[config.mk]
export PLATFORM = sky130hd
export DESIGN_NAME = mft_timer_control
export DESIGN_NICKNAME = d
export VERILOG_FILES = /design/src/design/mft_pkg.sv /design/src/design/mft_timer_control.sv
export SDC_FILE = /design/constraint.sdc
export NUM_CORES = 1
export LEC_CHECK = 0
export BUFFER_PORTS_ARGS = -buffer_cell sky130_fd_sc_hd__clkbuf_2
export CAP_MARGIN = 20
export CORE_MARGIN = 2
export CORE_UTILIZATION = 44
export DETAILED_ROUTE_END_ITERATION = 16
export REMOVE_ABC_BUFFERS = 1
export SETUP_SLACK_MARGIN = 0.3
export SLEW_MARGIN = 20
export SYNTH_ARGS = -nofsm -noshare
export SYNTH_HDL_FRONTEND = slang
export SYNTH_SLANG_ARGS = --single-unit
export TNS_END_PERCENT = 1
[constraint.sdc]
create_clock -name mclk -period 5.1 [get_ports mclk]
set_input_delay 0.51 -clock mclk [delete_from_list [all_inputs] [get_ports mclk]]
set_output_delay 0.51 -clock mclk [all_outputs]
set_load 0.005 [all_outputs]
[src/design/mft_pkg.sv]
/*
  shared constants and types of the timer control block.
  assumes an 8-bit register file port on the core clock.
*/
package mft_pkg;

  // ****************
  // register offsets
  // ****************
  localparam logic [7:0] CAPLOAD0_HIGH_OFS = 8'hf0;
  localparam logic [7:0] CAPLOAD0_LOW_OFS  = 8'hf1;
  localparam logic [7:0] CAPLOAD1_HIGH_OFS = 8'hf2;
  localparam logic [7:0] CAPLOAD1_LOW_OFS  = 8'hf3;
  localparam logic [7:0] COMPARE0_HIGH_OFS = 8'hf4;
  localparam logic [7:0] COMPARE0_LOW_OFS  = 8'hf5;
  localparam logic [7:0] COMPARE1_HIGH_OFS = 8'hf6;
  localparam logic [7:0] COMPARE1_LOW_OFS  = 8'hf7;
  localparam logic [7:0] CTRL_OFS          = 8'hf8;
  localparam logic [7:0] MODE_OFS          = 8'hf9;

  // ****************
  // reset values
  // ****************
  localparam logic [7:0]  CTRL_RESET    = 8'h00;
  localparam logic [7:0]  MODE_RESET    = 8'h00;
  localparam logic [15:0] COMPARE_RESET = 16'h0000;

  // ****************
  // counter_control fields
  // ****************
  localparam int CTRL_LOCAL_EN   = 7;
  localparam int CTRL_CLR_CAPT   = 6;
  localparam int CTRL_CLR_MATCH  = 5;
  localparam int CTRL_CLEAR      = 4;
  localparam int CTRL_SOFT_DIR   = 3;
  localparam int CTRL_DIR_STAT   = 2;
  localparam int CTRL_WRAP_STAT  = 1;
  localparam int CTRL_RUN_STAT   = 0;

  // ****************
  // operating_mode fields
  // ****************
  localparam int MODE_OUT_B_EN   = 7;
  localparam int MODE_OUT_A_EN   = 6;
  localparam int MODE_BIVALUE    = 5;
  localparam int MODE_REG1       = 4;
  localparam int MODE_REG0       = 3;
  localparam int MODE_CLK_CTRL   = 2;
  localparam int MODE_NO_RETRIG  = 1;
  localparam int MODE_ONE_SHOT   = 0;

  // counter limits
  localparam logic [15:0] COUNT_TOP    = 16'hffff;
  localparam logic [15:0] COUNT_BOTTOM = 16'h0000;

  // operating modes decoded from three mode bits
  typedef enum logic [2:0] {
    BILOAD, BICAPTURE, LOAD_MONITOR, LOAD_CAPTURE, CAPTURE_MONITOR, CAPTURE_CAPTURE
  } mft_mode_type;

  // one register file access
  typedef struct packed {
    logic       write;
    logic       read;
    logic [7:0] addr;
    logic [7:0] data;
  } mft_regreq_type;

  // trigger strobes from the input control logic
  typedef struct packed {
    logic capture0;
    logic capture1;
    logic load;
    logic gateOpen;
    logic dirFixed;
    logic dirUp;
  } mft_trig_type;

endpackage

[src/design/mft_timer_control.sv]
/*
  control and register part of the 16-bit multi-function timer:
  capture/load, compare, counter control, mode and end-of-block logic.
  assumes input control, prescaler preset, output action and dma mask
  registers live outside and talk to it on the same clock.
*/
`timescale 1ns/1ps

module mft_timer_control
  import mft_pkg::*;
(
  // clock and reset
  input  wire logic           mclk,
  input  wire logic           reset,
  // register file port
  input  wire mft_regreq_type regReq,
  output logic [7:0]          regReadData,
  // global enable and prescaler preset
  input  wire logic           globalCountEnable,
  input  wire logic [7:0]     prescalePreset,
  // triggers from input control, same clock
  input  wire mft_trig_type   trig,
  // raw timer input pins, for level status
  input  wire logic           timerInputA,
  input  wire logic           timerInputB,
  // levels from output action logic
  input  wire logic           actionLevelA,
  input  wire logic           actionLevelB,
  // timer output pins
  output logic                timerOutputA,
  output logic                timerOutputB,
  // end-of-block and dma side
  input  wire logic [1:0]     eobEvent,
  input  wire logic           eobWrite,
  input  wire logic [1:0]     eobWriteData,
  input  wire logic           swapEnable,
  input  wire logic [1:0]     dmaPending,
  input  wire logic           wrapIrqPending,
  output logic [1:0]          endOfBlockFlag,
  output logic [1:0]          dmaMaskClear,
  output logic [1:0]          eobIrqServe,
  // timer events
  output logic                wrapEvent,
  output logic                compare0Event,
  output logic                compare1Event,
  output logic                parallelMode,
  output logic [1:0]          inputLevel
);

  // ****************
  // state
  // ****************
  logic [15:0] capLoad0_reg;         // no reset, content undefined
  logic [15:0] capLoad1_reg;
  logic [15:0] compare0_reg;         // compare zero
  logic [15:0] compare1_reg;         // compare one
  logic [7:0]  ctrl_reg;             // writable control bits
  logic [7:0]  mode_reg;             // operating mode bits
  logic [15:0] count_reg;            // up/down counter
  logic [7:0]  prescale_reg;         // prescaler down counter
  logic        oneShotDone_reg;      // one shot ended
  logic        wrapSinceCap_reg;     // wrap since last capture 0
  logic        wrapStat_reg;         // read-only wrap status
  logic        biSelect_reg;         // biload/bicapture alternation
  logic [1:0]  eobPend_reg;          // end-of-block irq pending
  logic [1:0]  pinSync1_reg;         // first sync stage
  logic [1:0]  pinSync2_reg;         // second sync stage

  // ****************
  // decode
  // ****************
  wire wrEn   = regReq.write;
  wire wrCtrl = wrEn && (regReq.addr == CTRL_OFS);
  wire wrMode = wrEn && (regReq.addr == MODE_OFS);

  // register one bit ignored when bivalue
  mft_mode_type mode;
  assign mode = mode_reg[MODE_BIVALUE] ?
                (mode_reg[MODE_REG0] ? BICAPTURE : BILOAD) :
                (mode_reg[MODE_REG0] ?
                 (mode_reg[MODE_REG1] ? CAPTURE_CAPTURE : CAPTURE_MONITOR) :
                 (mode_reg[MODE_REG1] ? LOAD_CAPTURE : LOAD_MONITOR));

  wire reg0Capt = (mode == CAPTURE_MONITOR) || (mode == CAPTURE_CAPTURE);
  wire reg1Capt = (mode == LOAD_CAPTURE) || (mode == CAPTURE_CAPTURE);
  wire biCapt   = (mode == BICAPTURE);
  wire biLoad   = (mode == BILOAD);

  wire runEnable = ctrl_reg[CTRL_LOCAL_EN] && globalCountEnable &&
                   trig.gateOpen && !oneShotDone_reg;
  // prescaler at zero lets the counter step once
  wire tick      = runEnable && (prescale_reg == 8'h00);

  wire dirUp = trig.dirFixed ? trig.dirUp : ctrl_reg[CTRL_SOFT_DIR];

  wire atEnd   = dirUp ? (count_reg == COUNT_TOP) : (count_reg == COUNT_BOTTOM);
  wire wrapNow = tick && atEnd;

  wire match0 = (count_reg == compare0_reg);
  wire match1 = (count_reg == compare1_reg);

  // captures ignore the local enable
  // bivalue capture alternates between the two registers
  wire capt0 = trig.capture0 && (reg0Capt || (biCapt && !biSelect_reg));
  wire capt1 = (trig.capture1 && reg1Capt) ||
               (trig.capture0 && biCapt && biSelect_reg);
  wire loadTrig = trig.load && !reg0Capt && !biCapt;

  // retrigger restarts a finished one shot
  wire retrig = trig.load && !mode_reg[MODE_NO_RETRIG];

  wire clrCapt  = ctrl_reg[CTRL_CLR_CAPT] && (capt0 || capt1);
  wire clrMatch = ctrl_reg[CTRL_CLR_MATCH] && match0 && tick;
  wire clrSoft  = wrCtrl && regReq.data[CTRL_CLEAR];
  wire clrAny   = clrCapt || clrMatch || clrSoft;

  // preset source: biload alternates reg0/reg1
  wire [15:0] preset = (biLoad && biSelect_reg) ? capLoad1_reg : capLoad0_reg;
  // continuous reload at end, one shot stops
  wire reloadEnd = wrapNow && !reg0Capt && !biCapt;

  // ****************
  // register file read mux
  // ****************
  // read value is taken before any same-cycle write lands
  logic [7:0] readMux;
  always_comb begin
    unique case (regReq.addr)
      CAPLOAD0_HIGH_OFS: readMux = capLoad0_reg[15:8];
      CAPLOAD0_LOW_OFS:  readMux = capLoad0_reg[7:0];
      CAPLOAD1_HIGH_OFS: readMux = capLoad1_reg[15:8];
      CAPLOAD1_LOW_OFS:  readMux = capLoad1_reg[7:0];
      COMPARE0_HIGH_OFS: readMux = compare0_reg[15:8];
      COMPARE0_LOW_OFS:  readMux = compare0_reg[7:0];
      COMPARE1_HIGH_OFS: readMux = compare1_reg[15:8];
      COMPARE1_LOW_OFS:  readMux = compare1_reg[7:0];
      // wrap status, clear bit reads zero
      CTRL_OFS: readMux = {ctrl_reg[7:5], 1'b0, ctrl_reg[CTRL_SOFT_DIR],
                           dirUp, wrapStat_reg, runEnable};
      MODE_OFS: readMux = mode_reg;
      default:  readMux = 8'h00;   // unmapped reads as zero
    endcase
  end

  // ****************
  // read data and pin sync
  // ****************
  // read data held until next read
  always_ff @(posedge mclk) begin
    if (reset) begin
      regReadData <= 8'h00;
    end else if (regReq.read) begin
      regReadData <= readMux;
    end
  end

  // only the second stage feeds logic, the first may be metastable
  // two stages before anything reads pins
  always_ff @(posedge mclk) begin
    if (reset) begin
      pinSync1_reg <= 2'b00;
      pinSync2_reg <= 2'b00;
    end else begin
      pinSync1_reg <= {timerInputB, timerInputA};
      pinSync2_reg <= pinSync1_reg;
    end
  end

  // ****************
  // control registers
  // ****************
  // clear bit never stored
  always_ff @(posedge mclk) begin
    if (reset) begin
      ctrl_reg <= CTRL_RESET;
      mode_reg <= MODE_RESET;
    end else begin
      if (wrCtrl) begin
        ctrl_reg <= {regReq.data[7:5], 1'b0, regReq.data[3], 3'b000};
      end
      if (wrMode) begin
        mode_reg <= regReq.data;
      end
    end
  end

  always_ff @(posedge mclk) begin
    if (reset) begin
      compare0_reg <= COMPARE_RESET;
      compare1_reg <= COMPARE_RESET;
    end else if (wrEn) begin
      if (regReq.addr == COMPARE0_HIGH_OFS) compare0_reg[15:8] <= regReq.data;
      if (regReq.addr == COMPARE0_LOW_OFS)  compare0_reg[7:0]  <= regReq.data;
      if (regReq.addr == COMPARE1_HIGH_OFS) compare1_reg[15:8] <= regReq.data;
      if (regReq.addr == COMPARE1_LOW_OFS)  compare1_reg[7:0]  <= regReq.data;
    end
  end

  // ****************
  // capture/load registers
  // ****************
  // no reset here: content stays undefined until written or captured
  // capture wins over a same-cycle write
  always_ff @(posedge mclk) begin
    if (capt0) begin
      capLoad0_reg <= count_reg;
    end else if (wrEn && regReq.addr == CAPLOAD0_HIGH_OFS) begin
      capLoad0_reg[15:8] <= regReq.data;
    end else if (wrEn && regReq.addr == CAPLOAD0_LOW_OFS) begin
      capLoad0_reg[7:0] <= regReq.data;
    end
    if (capt1) begin
      capLoad1_reg <= count_reg;
    end else if (wrEn && regReq.addr == CAPLOAD1_HIGH_OFS) begin
      capLoad1_reg[15:8] <= regReq.data;
    end else if (wrEn && regReq.addr == CAPLOAD1_LOW_OFS) begin
      capLoad1_reg[7:0] <= regReq.data;
    end
  end

  // ****************
  // counter and prescaler
  // ****************
  // clears take priority over loads and ticks
  always_ff @(posedge mclk) begin
    if (reset) begin
      count_reg    <= COUNT_BOTTOM;
      prescale_reg <= 8'h00;
    end else if (clrAny) begin
      count_reg    <= COUNT_BOTTOM;
      prescale_reg <= prescalePreset;
    end else if (loadTrig || reloadEnd) begin
      count_reg    <= preset;
      prescale_reg <= prescalePreset;
    end else if (tick) begin
      count_reg    <= dirUp ? count_reg + 16'h0001 : count_reg - 16'h0001;
      prescale_reg <= prescalePreset;
    end else if (runEnable) begin
      prescale_reg <= prescale_reg - 8'h01;
    end
  end

  // limitation: only a load trigger with retrigger allowed, or any control write while the local enable is off, restarts it
  // one shot halts at end of count
  always_ff @(posedge mclk) begin
    if (reset) begin
      oneShotDone_reg <= 1'b0;
      biSelect_reg    <= 1'b0;
    end else begin
      if (retrig || (wrCtrl && !ctrl_reg[CTRL_LOCAL_EN])) begin
        oneShotDone_reg <= 1'b0;
      end else if (wrapNow && mode_reg[MODE_ONE_SHOT]) begin
        oneShotDone_reg <= 1'b1;
      end
      // bivalue alternates on each end or capture
      if ((biLoad && wrapNow) || (biCapt && trig.capture0)) begin
        biSelect_reg <= !biSelect_reg;
      end
    end
  end

  always_ff @(posedge mclk) begin
    if (reset) begin
      wrapSinceCap_reg <= 1'b0;
      wrapStat_reg     <= 1'b0;
    end else if (capt0) begin
      wrapStat_reg     <= wrapSinceCap_reg || wrapNow;
      wrapSinceCap_reg <= 1'b0;
    end else if (wrapNow) begin
      wrapSinceCap_reg <= 1'b1;
    end
  end

  // ****************
  // events and pins
  // ****************
  // disabled output forced high
  // clock control bit drives parallel mode
  // compare pulses on equality while ticking
  always_ff @(posedge mclk) begin
    if (reset) begin
      timerOutputA  <= 1'b1;
      timerOutputB  <= 1'b1;
      wrapEvent     <= 1'b0;
      compare0Event <= 1'b0;
      compare1Event <= 1'b0;
      parallelMode  <= 1'b0;
      inputLevel    <= 2'b00;
    end else begin
      timerOutputA  <= mode_reg[MODE_OUT_A_EN] ? actionLevelA : 1'b1;
      timerOutputB  <= mode_reg[MODE_OUT_B_EN] ? actionLevelB : 1'b1;
      wrapEvent     <= wrapNow && !clrSoft;
      compare0Event <= match0 && tick;
      compare1Event <= match1 && tick;
      parallelMode  <= mode_reg[MODE_CLK_CTRL];
      inputLevel    <= pinSync2_reg;
    end
  end

  // ****************
  // end-of-block flags, per channel
  // ****************
  // one copy per dma channel: bit 0 capture side, bit 1 compare side
  genvar ch;
  generate
    for (ch = 0; ch < 2; ch++) begin : g_eob
      // software write of one with swap irqs
      wire swSet  = eobWrite && eobWriteData[ch];
      wire swClr  = eobWrite && !eobWriteData[ch];
      wire irqSet = eobEvent[ch] || (swSet && swapEnable);
      always_ff @(posedge mclk) begin
        if (reset) begin
          endOfBlockFlag[ch] <= 1'b0;
          dmaMaskClear[ch]   <= 1'b0;
          eobPend_reg[ch]    <= 1'b0;
          eobIrqServe[ch]    <= 1'b0;
        end else begin
          // set wins over a same-cycle clear
          if (eobEvent[ch] || swSet) begin
            endOfBlockFlag[ch] <= 1'b1;
          end else if (swClr) begin
            endOfBlockFlag[ch] <= 1'b0;
          end
          // second end before clear drops dma
          dmaMaskClear[ch] <= eobEvent[ch] && endOfBlockFlag[ch];
          if (irqSet) begin
            eobPend_reg[ch] <= 1'b1;
          end else if (eobIrqServe[ch]) begin
            eobPend_reg[ch] <= 1'b0;
          end
          // served below dma and wrap irq
          eobIrqServe[ch] <= eobPend_reg[ch] && !eobIrqServe[ch] &&
                             (dmaPending == 2'b00) && !wrapIrqPending;
        end
      end
    end
  endgenerate

endmodule // mft_timer_control

## After elaboration in Yosys (flattened, before gate mapping)

Index checks and enable logic that the tools add are counted.

| word-level totals | value |
|---|---|
| bits in registers | 132 |
| input bits | 48 |
| word-level logic and storage cells | 188 |

| cells by class | value |
|---|---|
| add/subtract/negate cells | 3 |
| equal/unequal tests | 19 |
| mux-type cells | 32 |
| bitwise operators | 2 |
| reduce and logical (&&, ||, !) cells | 98 |

Operators by type and width:

| operator | number |
|---|---|
| $mux 16 | 6 |
| $eq 8x8->1 const B | 10 |
| $mux 8 | 10 |
| $pmux 8 s10 | 1 |
| $logic_and 1x1->1 | 46 |
| $eq 16x16->1 | 2 |
| $reduce_bool 2->1 | 9 |
| $add 16x1->16 const B | 1 |
| $eq 16x16->1 const B | 1 |
| $logic_not 16->1 | 1 |
| $sub 16x1->16 const B | 1 |
| $logic_or 1x1->1 | 15 |
| $mux 1 | 13 |
| $logic_not 1->1 | 12 |
| $reduce_and 2->1 | 6 |
| $reduce_or 2->1 | 5 |
| $logic_not 8->1 | 1 |
| $sub 8x1->8 const B | 1 |
| $eq 3x3->1 const B | 2 |
| $mux 3 | 2 |
| $ne 2x2->1 const B | 2 |
| $reduce_bool 4->1 | 1 |
| $eq 3x1->1 const B | 1 |
| $eq 3x2->1 const B | 1 |
| 3 further kinds | 4 |

## Logic depth before layout (Yosys ltp)

Gate-level depths: netlist of the first run.

| logic depth | value |
|---|---|
| depth after elaboration | 12 |
| depth in mapped cells | 10 |
| mapped depth without buffers | 9 |

## Worst setup path before layout of the first run

No wires, ideal clock.

| timing path | value |
|---|---|
| path kind | input -> register |
| from | input port trig[1] (netlist name) |
| to | register count_reg[15] |
| setup time | 74 ps |
| arrival | 2,722 ps |
| slack | 2,303 ps |
| stages on the path | 8 |
| cells stage by stage | mux2i_2 -> ha_1 -> a211oi_1 -> o21bai_1 -> o21ai_1 -> o21ai_0 -> or3_1 -> a31oi_1 |

| on the way | value |
|---|---|
| cells in the longest elaborated chain, start to end | 7 |
| elaborated cells on any way between the ends | 10 |
| classes of those cells | mux: 5; reduce/logical: 5 |

RTL lines:

| what | RTL line | source |
|---|---|---|
| start: declaration | mft_timer_control.sv:22 | `input wire mft_trig_type trig,` |
| $mux 1 * | mft_timer_control.sv:94 | `wire dirUp = trig.dirFixed ? trig.dirUp : ctrl_reg[CTRL_SOFT_DIR];` |
| $mux 1 | mft_timer_control.sv:96 | `wire atEnd = dirUp ? (count_reg == COUNT_TOP) : (count_reg == COUNT_BOTTOM);` |
| $logic_and 1x1->1 | mft_timer_control.sv:97 | `wire wrapNow = tick && atEnd;` |
| $logic_and 1x1->1 (2 in series) | mft_timer_control.sv:120 | `wire reloadEnd = wrapNow && !reg0Capt && !biCapt;` |
| $logic_or 1x1->1 | mft_timer_control.sv:232 | `end else if (loadTrig \|\| reloadEnd) begin` |
| $mux 16 / $reduce_bool 2->1 (equally long branches) | - |  |
| end signal: assignment | mft_timer_control.sv:233 | `count_reg <= preset;` |
| end signal: assignment | mft_timer_control.sv:236 | `count_reg <= dirUp ? count_reg + 16'h0001 : count_reg - 16'h0001;` |
| end: declaration | mft_timer_control.sv:59 | `logic [15:0] count_reg;` |

Every way passes the cells marked *; elsewhere a longest branch is shown, timed or not. The select of a mux whose other input is x is not followed.
A chain may end at the register's enable or synchronous reset.

## Final worst setup path of the first run

| timing path | value |
|---|---|
| from | register count_reg[7] |
| to | register count_reg[14] |

| on the way | value |
|---|---|
| cells in the longest elaborated chain, start to end | 7 |
| elaborated cells on any way between the ends | 19 |
| classes of those cells | add/sub: 2; eq/ne: 2; mux: 4; reduce/logical: 11 |

RTL lines:

| what |
|---|
| branches (longest 7 deep; another with $sub 16x1->16) |

Parallel ways; which one is timed is not known. The select of a mux whose other input is x is not followed.

==> results.cfg, run 1 <==
[clock_tree]
clkSinkCount = 132
clk_pin_slew_ns = 0.06
clk_latency_ns = 0.43
clk_path_buf_depth = 2
cts_resized = 0
postCtsSetupRepairBufs = 0
cts_buffers = 17
cts_hold_buf = 0
cts_tree = yes
cts-root-buf = clkbuf_16
cts-htree-levels = 4

[floorplan]
fp.dieArea_mm2 = 0.01796
ios = 70
die_w_um = 134.0
fp.dieH_um = 134.0
core.rowCount = 47
core_area_mm2 = 0.01652
start_util = 0.4501

[cells_and_area]
nets = 968
seq_area_mm2 = 0.002963
diodes = 0
multi_input_area_mm2 = 0.004149
areaGrowthSynthToFinish_pct = 13.83
postLayoutCellArea_mm2 = 0.008466
drive_gt1_frac = 0.1496
final.fill_count = 1551

[synth]
synth.top_cell.area_share = 0.2692
yosysSeqAreaShare = 0.3984
synth_edf_count = 32
ys_ff_latch = 132
ys_types = 72
synthArstFlopShare = 0
yosys_warnings = 0
yosys-top-cells-count = nand2_1, dfxtp_1, nor2_1
synth_most_common_cell = nand2_1
synth_flop_cell = dfxtp_1
avgSynthCellArea_um2 = 8.578
synth_cells = 867
synth_area_leader_cell = dfxtp_1
netlist_area_mm2 = 0.007437
synth_area_leaders = dfxtp_1, edfxtp_1, nand2_1

[power_and_ir_drop]
leakagePower_nw = 3.456
power_density_mw_per_mm2 = 321.5
peakVddDrop_mv = 0.2220
p_seq_frac = 0.416
power_switching_w = 0.0007232
p_clk_frac = 0.464
intPower_w = 0.001998
power_frac_comb = 0.121
p_sw_frac = 0.2658

[drt]
initialDrtViolationCount = 595
wire_per_inst_um = 20.22
dr.pass1.iters = 5
vias = 6664
via_per_inst = 5.866
route.detailed.drc = 0
ant_nets = 0
routed_wl_um = 22970

[run]
max_cap_viol_count = 0

[timing]
finalHoldViolCount = 0
drv_slew = 0
fmax_mhz = 360.8
fin_worst_skew_ns = 0.006778
setup_viol = 0
tns_ns = 0
period_share = 0.5434
slew_headroom = 0.3155
fin_crit_ns = 2.771
worstMarginPinSlew_ns = 1.019
rsz0062_at_grt = no

[grt]
antenna_found_initial = 0
grt_pass1_wl_um = 35270
grt_pass1_vias = 6216
grt-ovfl-total = 0
grt_max_degree = 50
track_usage = 0.2579

[critical_path]
required_ns = 5.46
worstPathMaxFanout = 9
worstSetupEndpointType = register
cpMaxStageDelayCell = o31ai_2
slowest_delay_ns = 0.68
path_cells = nand4_1 > nor4_1 > mux2i_2 > o31ai_2 > nor2_1 > a21oi_1
crit_type = reg -> reg
worstPathArrival_ns = 3.13
worst_setup_path_start_kind = register

[placed_design]
numPortBuffers = 69
hpwlAfterDp_um = 16730
place_congestion = 0.9602
postPlaceCellArea_mm2 = 0.007851

[status]
status = finished, final reports clean

[worst_hold_path]
min_path_type = in -> reg
power by group through the flow:
stage | Clock, W | Sequential (W) | Combinational, W
6_report | 0.00126 | 0.00113 | 0.000328
5_1_grt | 0.00132 | 0.00113 | 0.000365
3_5_place_dp | 0 | 0.00115 | 0.000322
4_1_cts | 0.00128 | 0.00113 | 0.000323
3_3_place_gp | 0 | 0.00115 | 0.000321
2_1_floorplan | 0 | 0.00114 | 0.000212
per-stage QoR:
stage                     setup slack [ns]  utilization  total power (W)  instances  hold WS, ns
after detailed placement             1.666       0.4751         0.001475       1104       0.3922
after global routing                 2.107       0.5123         0.002819       1136       0.2846
after floorplan                      2.303            -         0.001350        805       0.3672
final                                2.329       0.5123         0.002721       1136       0.2574
after CTS                            1.984       0.5118         0.002732       1136       0.2435
after global placement               1.731       0.4751         0.001474       1104       0.3896
final timing paths:
| kind | from | endpoint | slack [ns] | cells after the start |
|---|---|---|---|---|
| max | count_reg[7]$_SDFFE_PP0P_ | count_reg[14]$_SDFFE_PP0P_ | 2.33 | 6 |
| min | actionLevelB | timerOutputB$_SDFF_PP1_ | 0.26 | 3 |
| max reg2reg | count_reg[7]$_SDFFE_PP0P_ | count_reg[14]$_SDFFE_PP0P_ | 2.33 | 6 |
| min reg2reg | mode_reg[6]$_SDFFE_PP0P_ | timerOutputA$_SDFF_PP1_ | 0.41 | 1 |
critical path, delay by kind of cell, from the launching register on:
| kind | cells | cell delay (ns) |
|---|---|---|
| AO/OA/AOI/OAI | 2 | 0.88 |
| flip-flops | 1 | 0.66 |
| multiplexers | 1 | 0.23 |
| AND/OR/NAND/NOR | 3 | 0.93 |
layout make-up:
cell class,instances,area share
inverter,14,0.006208
clock inverter,15,0.02128
timing repair buffer,79,0.04966
clock buffer,17,0.05025
sequential,132,0.3500
multi-input combinational,659,0.4901
tap,220,0.03252
cell families (layout without fill, tap and decap cells):
| family | Yosys count | in the layout | synth area share |
|---|---|---|---|
| AND/OR/NAND/NOR | 348 | 348 | 0.2167 |
| AO/OA/AOI/OAI | 195 | 195 | 0.1777 |
| flip-flops | 132 | 132 | 0.3984 |
| buffers and inverters | 76 | 125 | 0.04593 |
| multiplexers | 55 | 55 | 0.07991 |
| XOR/XNOR | 44 | 44 | 0.05182 |
| adder cells (fa/ha/maj) | 17 | 17 | 0.02961 |
per-layer routing:
metal	track usage	vias to the layer above	routed length, µm
li1	-	3184	-
met1	0.3436	3108	10270
met2	0.3946	313	10110
met3	0.06047	59	1639
met4	0.1263	0	944
met5	0	-	0
placed cells by master, fill, tap and decap left out, types with 7 or more instances in the layout:
cell type    n
nand2_1    143
dfxtp_1    100
nor2_1      92
clkbuf_2    68
a21oi_1     56
mux2i_1     42
edfxtp_1    32
o21ai_0     30
xnor2_1     24
xor2_1      20
nor2b_1     19
nor3_1      17
clkbuf_16   17
ha_1        16
inv_1       14
nand3_1     12
a221oi_1    12
nor4_1      12
nand4_1     12
a211oi_1    10
buf_4       10
mux2_2       9
a22oi_1      9
a21o_1       7
Note: power is estimated with default switching activity, not from simulation.
==> inputs of run 2 (changes only) <==
==> constraint.sdc (replaced) <==
create_clock -name mclk -period 2.7 [get_ports mclk]
set_input_delay 0.27 -clock mclk [delete_from_list [all_inputs] [get_ports mclk]]
set_output_delay 0.27 -clock mclk [all_outputs]
set_load 0.005 [all_outputs]
==> run 2 against run 1 <==
Compared with the run above: sequential cell count unchanged; non-clock buffer count increased by 49; sequential share of layout area decreased by 1.6 points; global-route usage increased by 1.2 points; combinational power increased by 120%; critical path type unchanged; power increased by 87%; clock skew increased by 0.0065 ns.
==> results.cfg, run 2 (same netlist as run 1, synthesis figures left out) <==
[status]
status = finished, final reports clean

[clock_tree]
cts-htree-levels = 4
clk_pin_slew_ns = 0.06
cts-root-buf = clkbuf_16
cts_tree = yes
clk_latency_ns = 0.43
clk_path_buf_depth = 2
clkSinkCount = 132
cts_hold_buf = 0
cts_buffers = 17

[cells_and_area]
drive_gt1_frac = 0.2041
diodes = 0
layout_commonest_cell = nand2_1
postLayoutCellArea_mm2 = 0.008877
final_cell_mix = nand2_1, dfxtp_1, nor2_1
nets = 1017
areaGrowthSynthToFinish_pct = 19.36

[grt]
grt_max_degree = 42
antenna_found_initial = 0
grt-ovfl-total = 0
grt_pass1_vias = 6377
grt_pass1_wl_um = 36800
track_usage = 0.2703

[drt]
via_per_inst = 5.819
initialDrtViolationCount = 610
routed_wl_um = 24000
dr.pass1.iters = 6
vias = 6895
ant_nets = 0
route.detailed.drc = 0
wire_per_inst_um = 20.25

[worst_hold_path]
min_path_type = in -> reg
min_path_cells = 3

[timing]
slew_headroom = 0.5260
rsz0062_at_grt = yes
period_share = 0.8888
worstMarginPinSlew_ns = 0.7111
fin_worst_skew_ns = 0.01323
tns_ns = 0
fmax_mhz = 416.7
fin_crit_ns = 2.400
finalHoldViolCount = 0
setup_viol = 0
drv_slew = 0

[critical_path]
worst_setup_path_start_kind = register
crit_buf_inv = 2
worstSetupEndpointType = register
slowest_delay_ns = 0.36
required_ns = 3.06
cp_top_family = compound AO/OA/AOI/OAI gates
path_cells = mux2i_4 > buf_12 > buf_4 > ha_1 > a211o_1 > o21ai_2 > o21ai_1 > or3_1 > a31oi_1
crit_type = reg -> reg
cpMaxStageDelayCell = or3_1
r2r_cells = 9
worstPathMaxFanout = 10
crit_cells = 9
worstPathArrival_ns = 2.76

[power_and_ir_drop]
peakVddDrop_mv = 0.4040
power_density_mw_per_mm2 = 572.2
leakagePower_nw = 3.703

[floorplan]
start_util = 0.4501
fp.dieH_um = 134.0
die_w_um = 134.0
core_area_mm2 = 0.01652
core.rowCount = 47
ios = 70
fp.dieArea_mm2 = 0.01796

[placed_design]
place_congestion = 1.006
numPortBuffers = 69
hpwlAfterDp_um = 17870
postPlaceCellArea_mm2 = 0.008179

[run]
max_cap_viol_count = 0
[run 2: per-stage QoR]
step / power (W) / hold WS, ns / setup WS [ns] / cells / utilization
2_1_floorplan: 0.002550 / 0.3391 / 0.1426 / 805 / -
3_3_place_gp: 0.002830 / 0.3945 / 0.08265 / 1146 / 0.4950
3_5_place_dp: 0.002831 / 0.3961 / 0.04276 / 1146 / 0.4950
4_1_cts: 0.005063 / 0.01147 / 0.1274 / 1180 / 0.5302
5_1_grt: 0.005280 / 0.03816 / 0.1787 / 1185 / 0.5372
6_report: 0.005079 / 0.01450 / 0.3002 / 1185 / 0.5372
[run 2: area by class of cell]
class	count	area, µm²
clock buffer	19	442.9
sequential	132	2967
multi-input combinational	659	4215
inverter	14	52.55
tap	220	275.3
timing repair buffer	128	800.8
clock inverter	13	123.9
fill	1583	7647
[run 2: final timing paths]
path,from,end,slack [ns]
max,ctrl_reg[3]$_SDFFE_PP0N_,count_reg[15]$_SDFFE_PP0P_,0.30
min,actionLevelB,timerOutputB$_SDFF_PP1_,0.01
max reg2reg,ctrl_reg[3]$_SDFFE_PP0N_,count_reg[15]$_SDFFE_PP0P_,0.30
min reg2reg,mode_reg[6]$_SDFFE_PP0P_,timerOutputA$_SDFF_PP1_,0.41
[run 2: power breakdown]
part / internal, W / switching (W) / total [W] / leakage [nW]
registers: 0.00206 / 0.0000508 / 0.00212 / 1.10
logic: 0.000305 / 0.000418 / 0.000723 / 2.32
clock network: 0.00130 / 0.000938 / 0.00224 / 0.279
[run 2: tightest hold or removal path, stage by stage]
cell,delay (ns)
clkbuf_2,0.07
nor2_1,0.03
nand2_1,0.05
[run 2: timing repair]
item / in CTS / in global routing
setup endpoints to repair: 10 / 13
gates resized for setup: 0 / 16
setup buffers: 2 / 5
pin swaps: 1 / 6
[run 2: routing by layer]
layer | wire length, µm | track usage
met2 | 10820 | 0.4194
met5 | 0 | 0
met4 | 739 | 0.09357
met3 | 2017 | 0.07067
met1 | 10420 | 0.3667
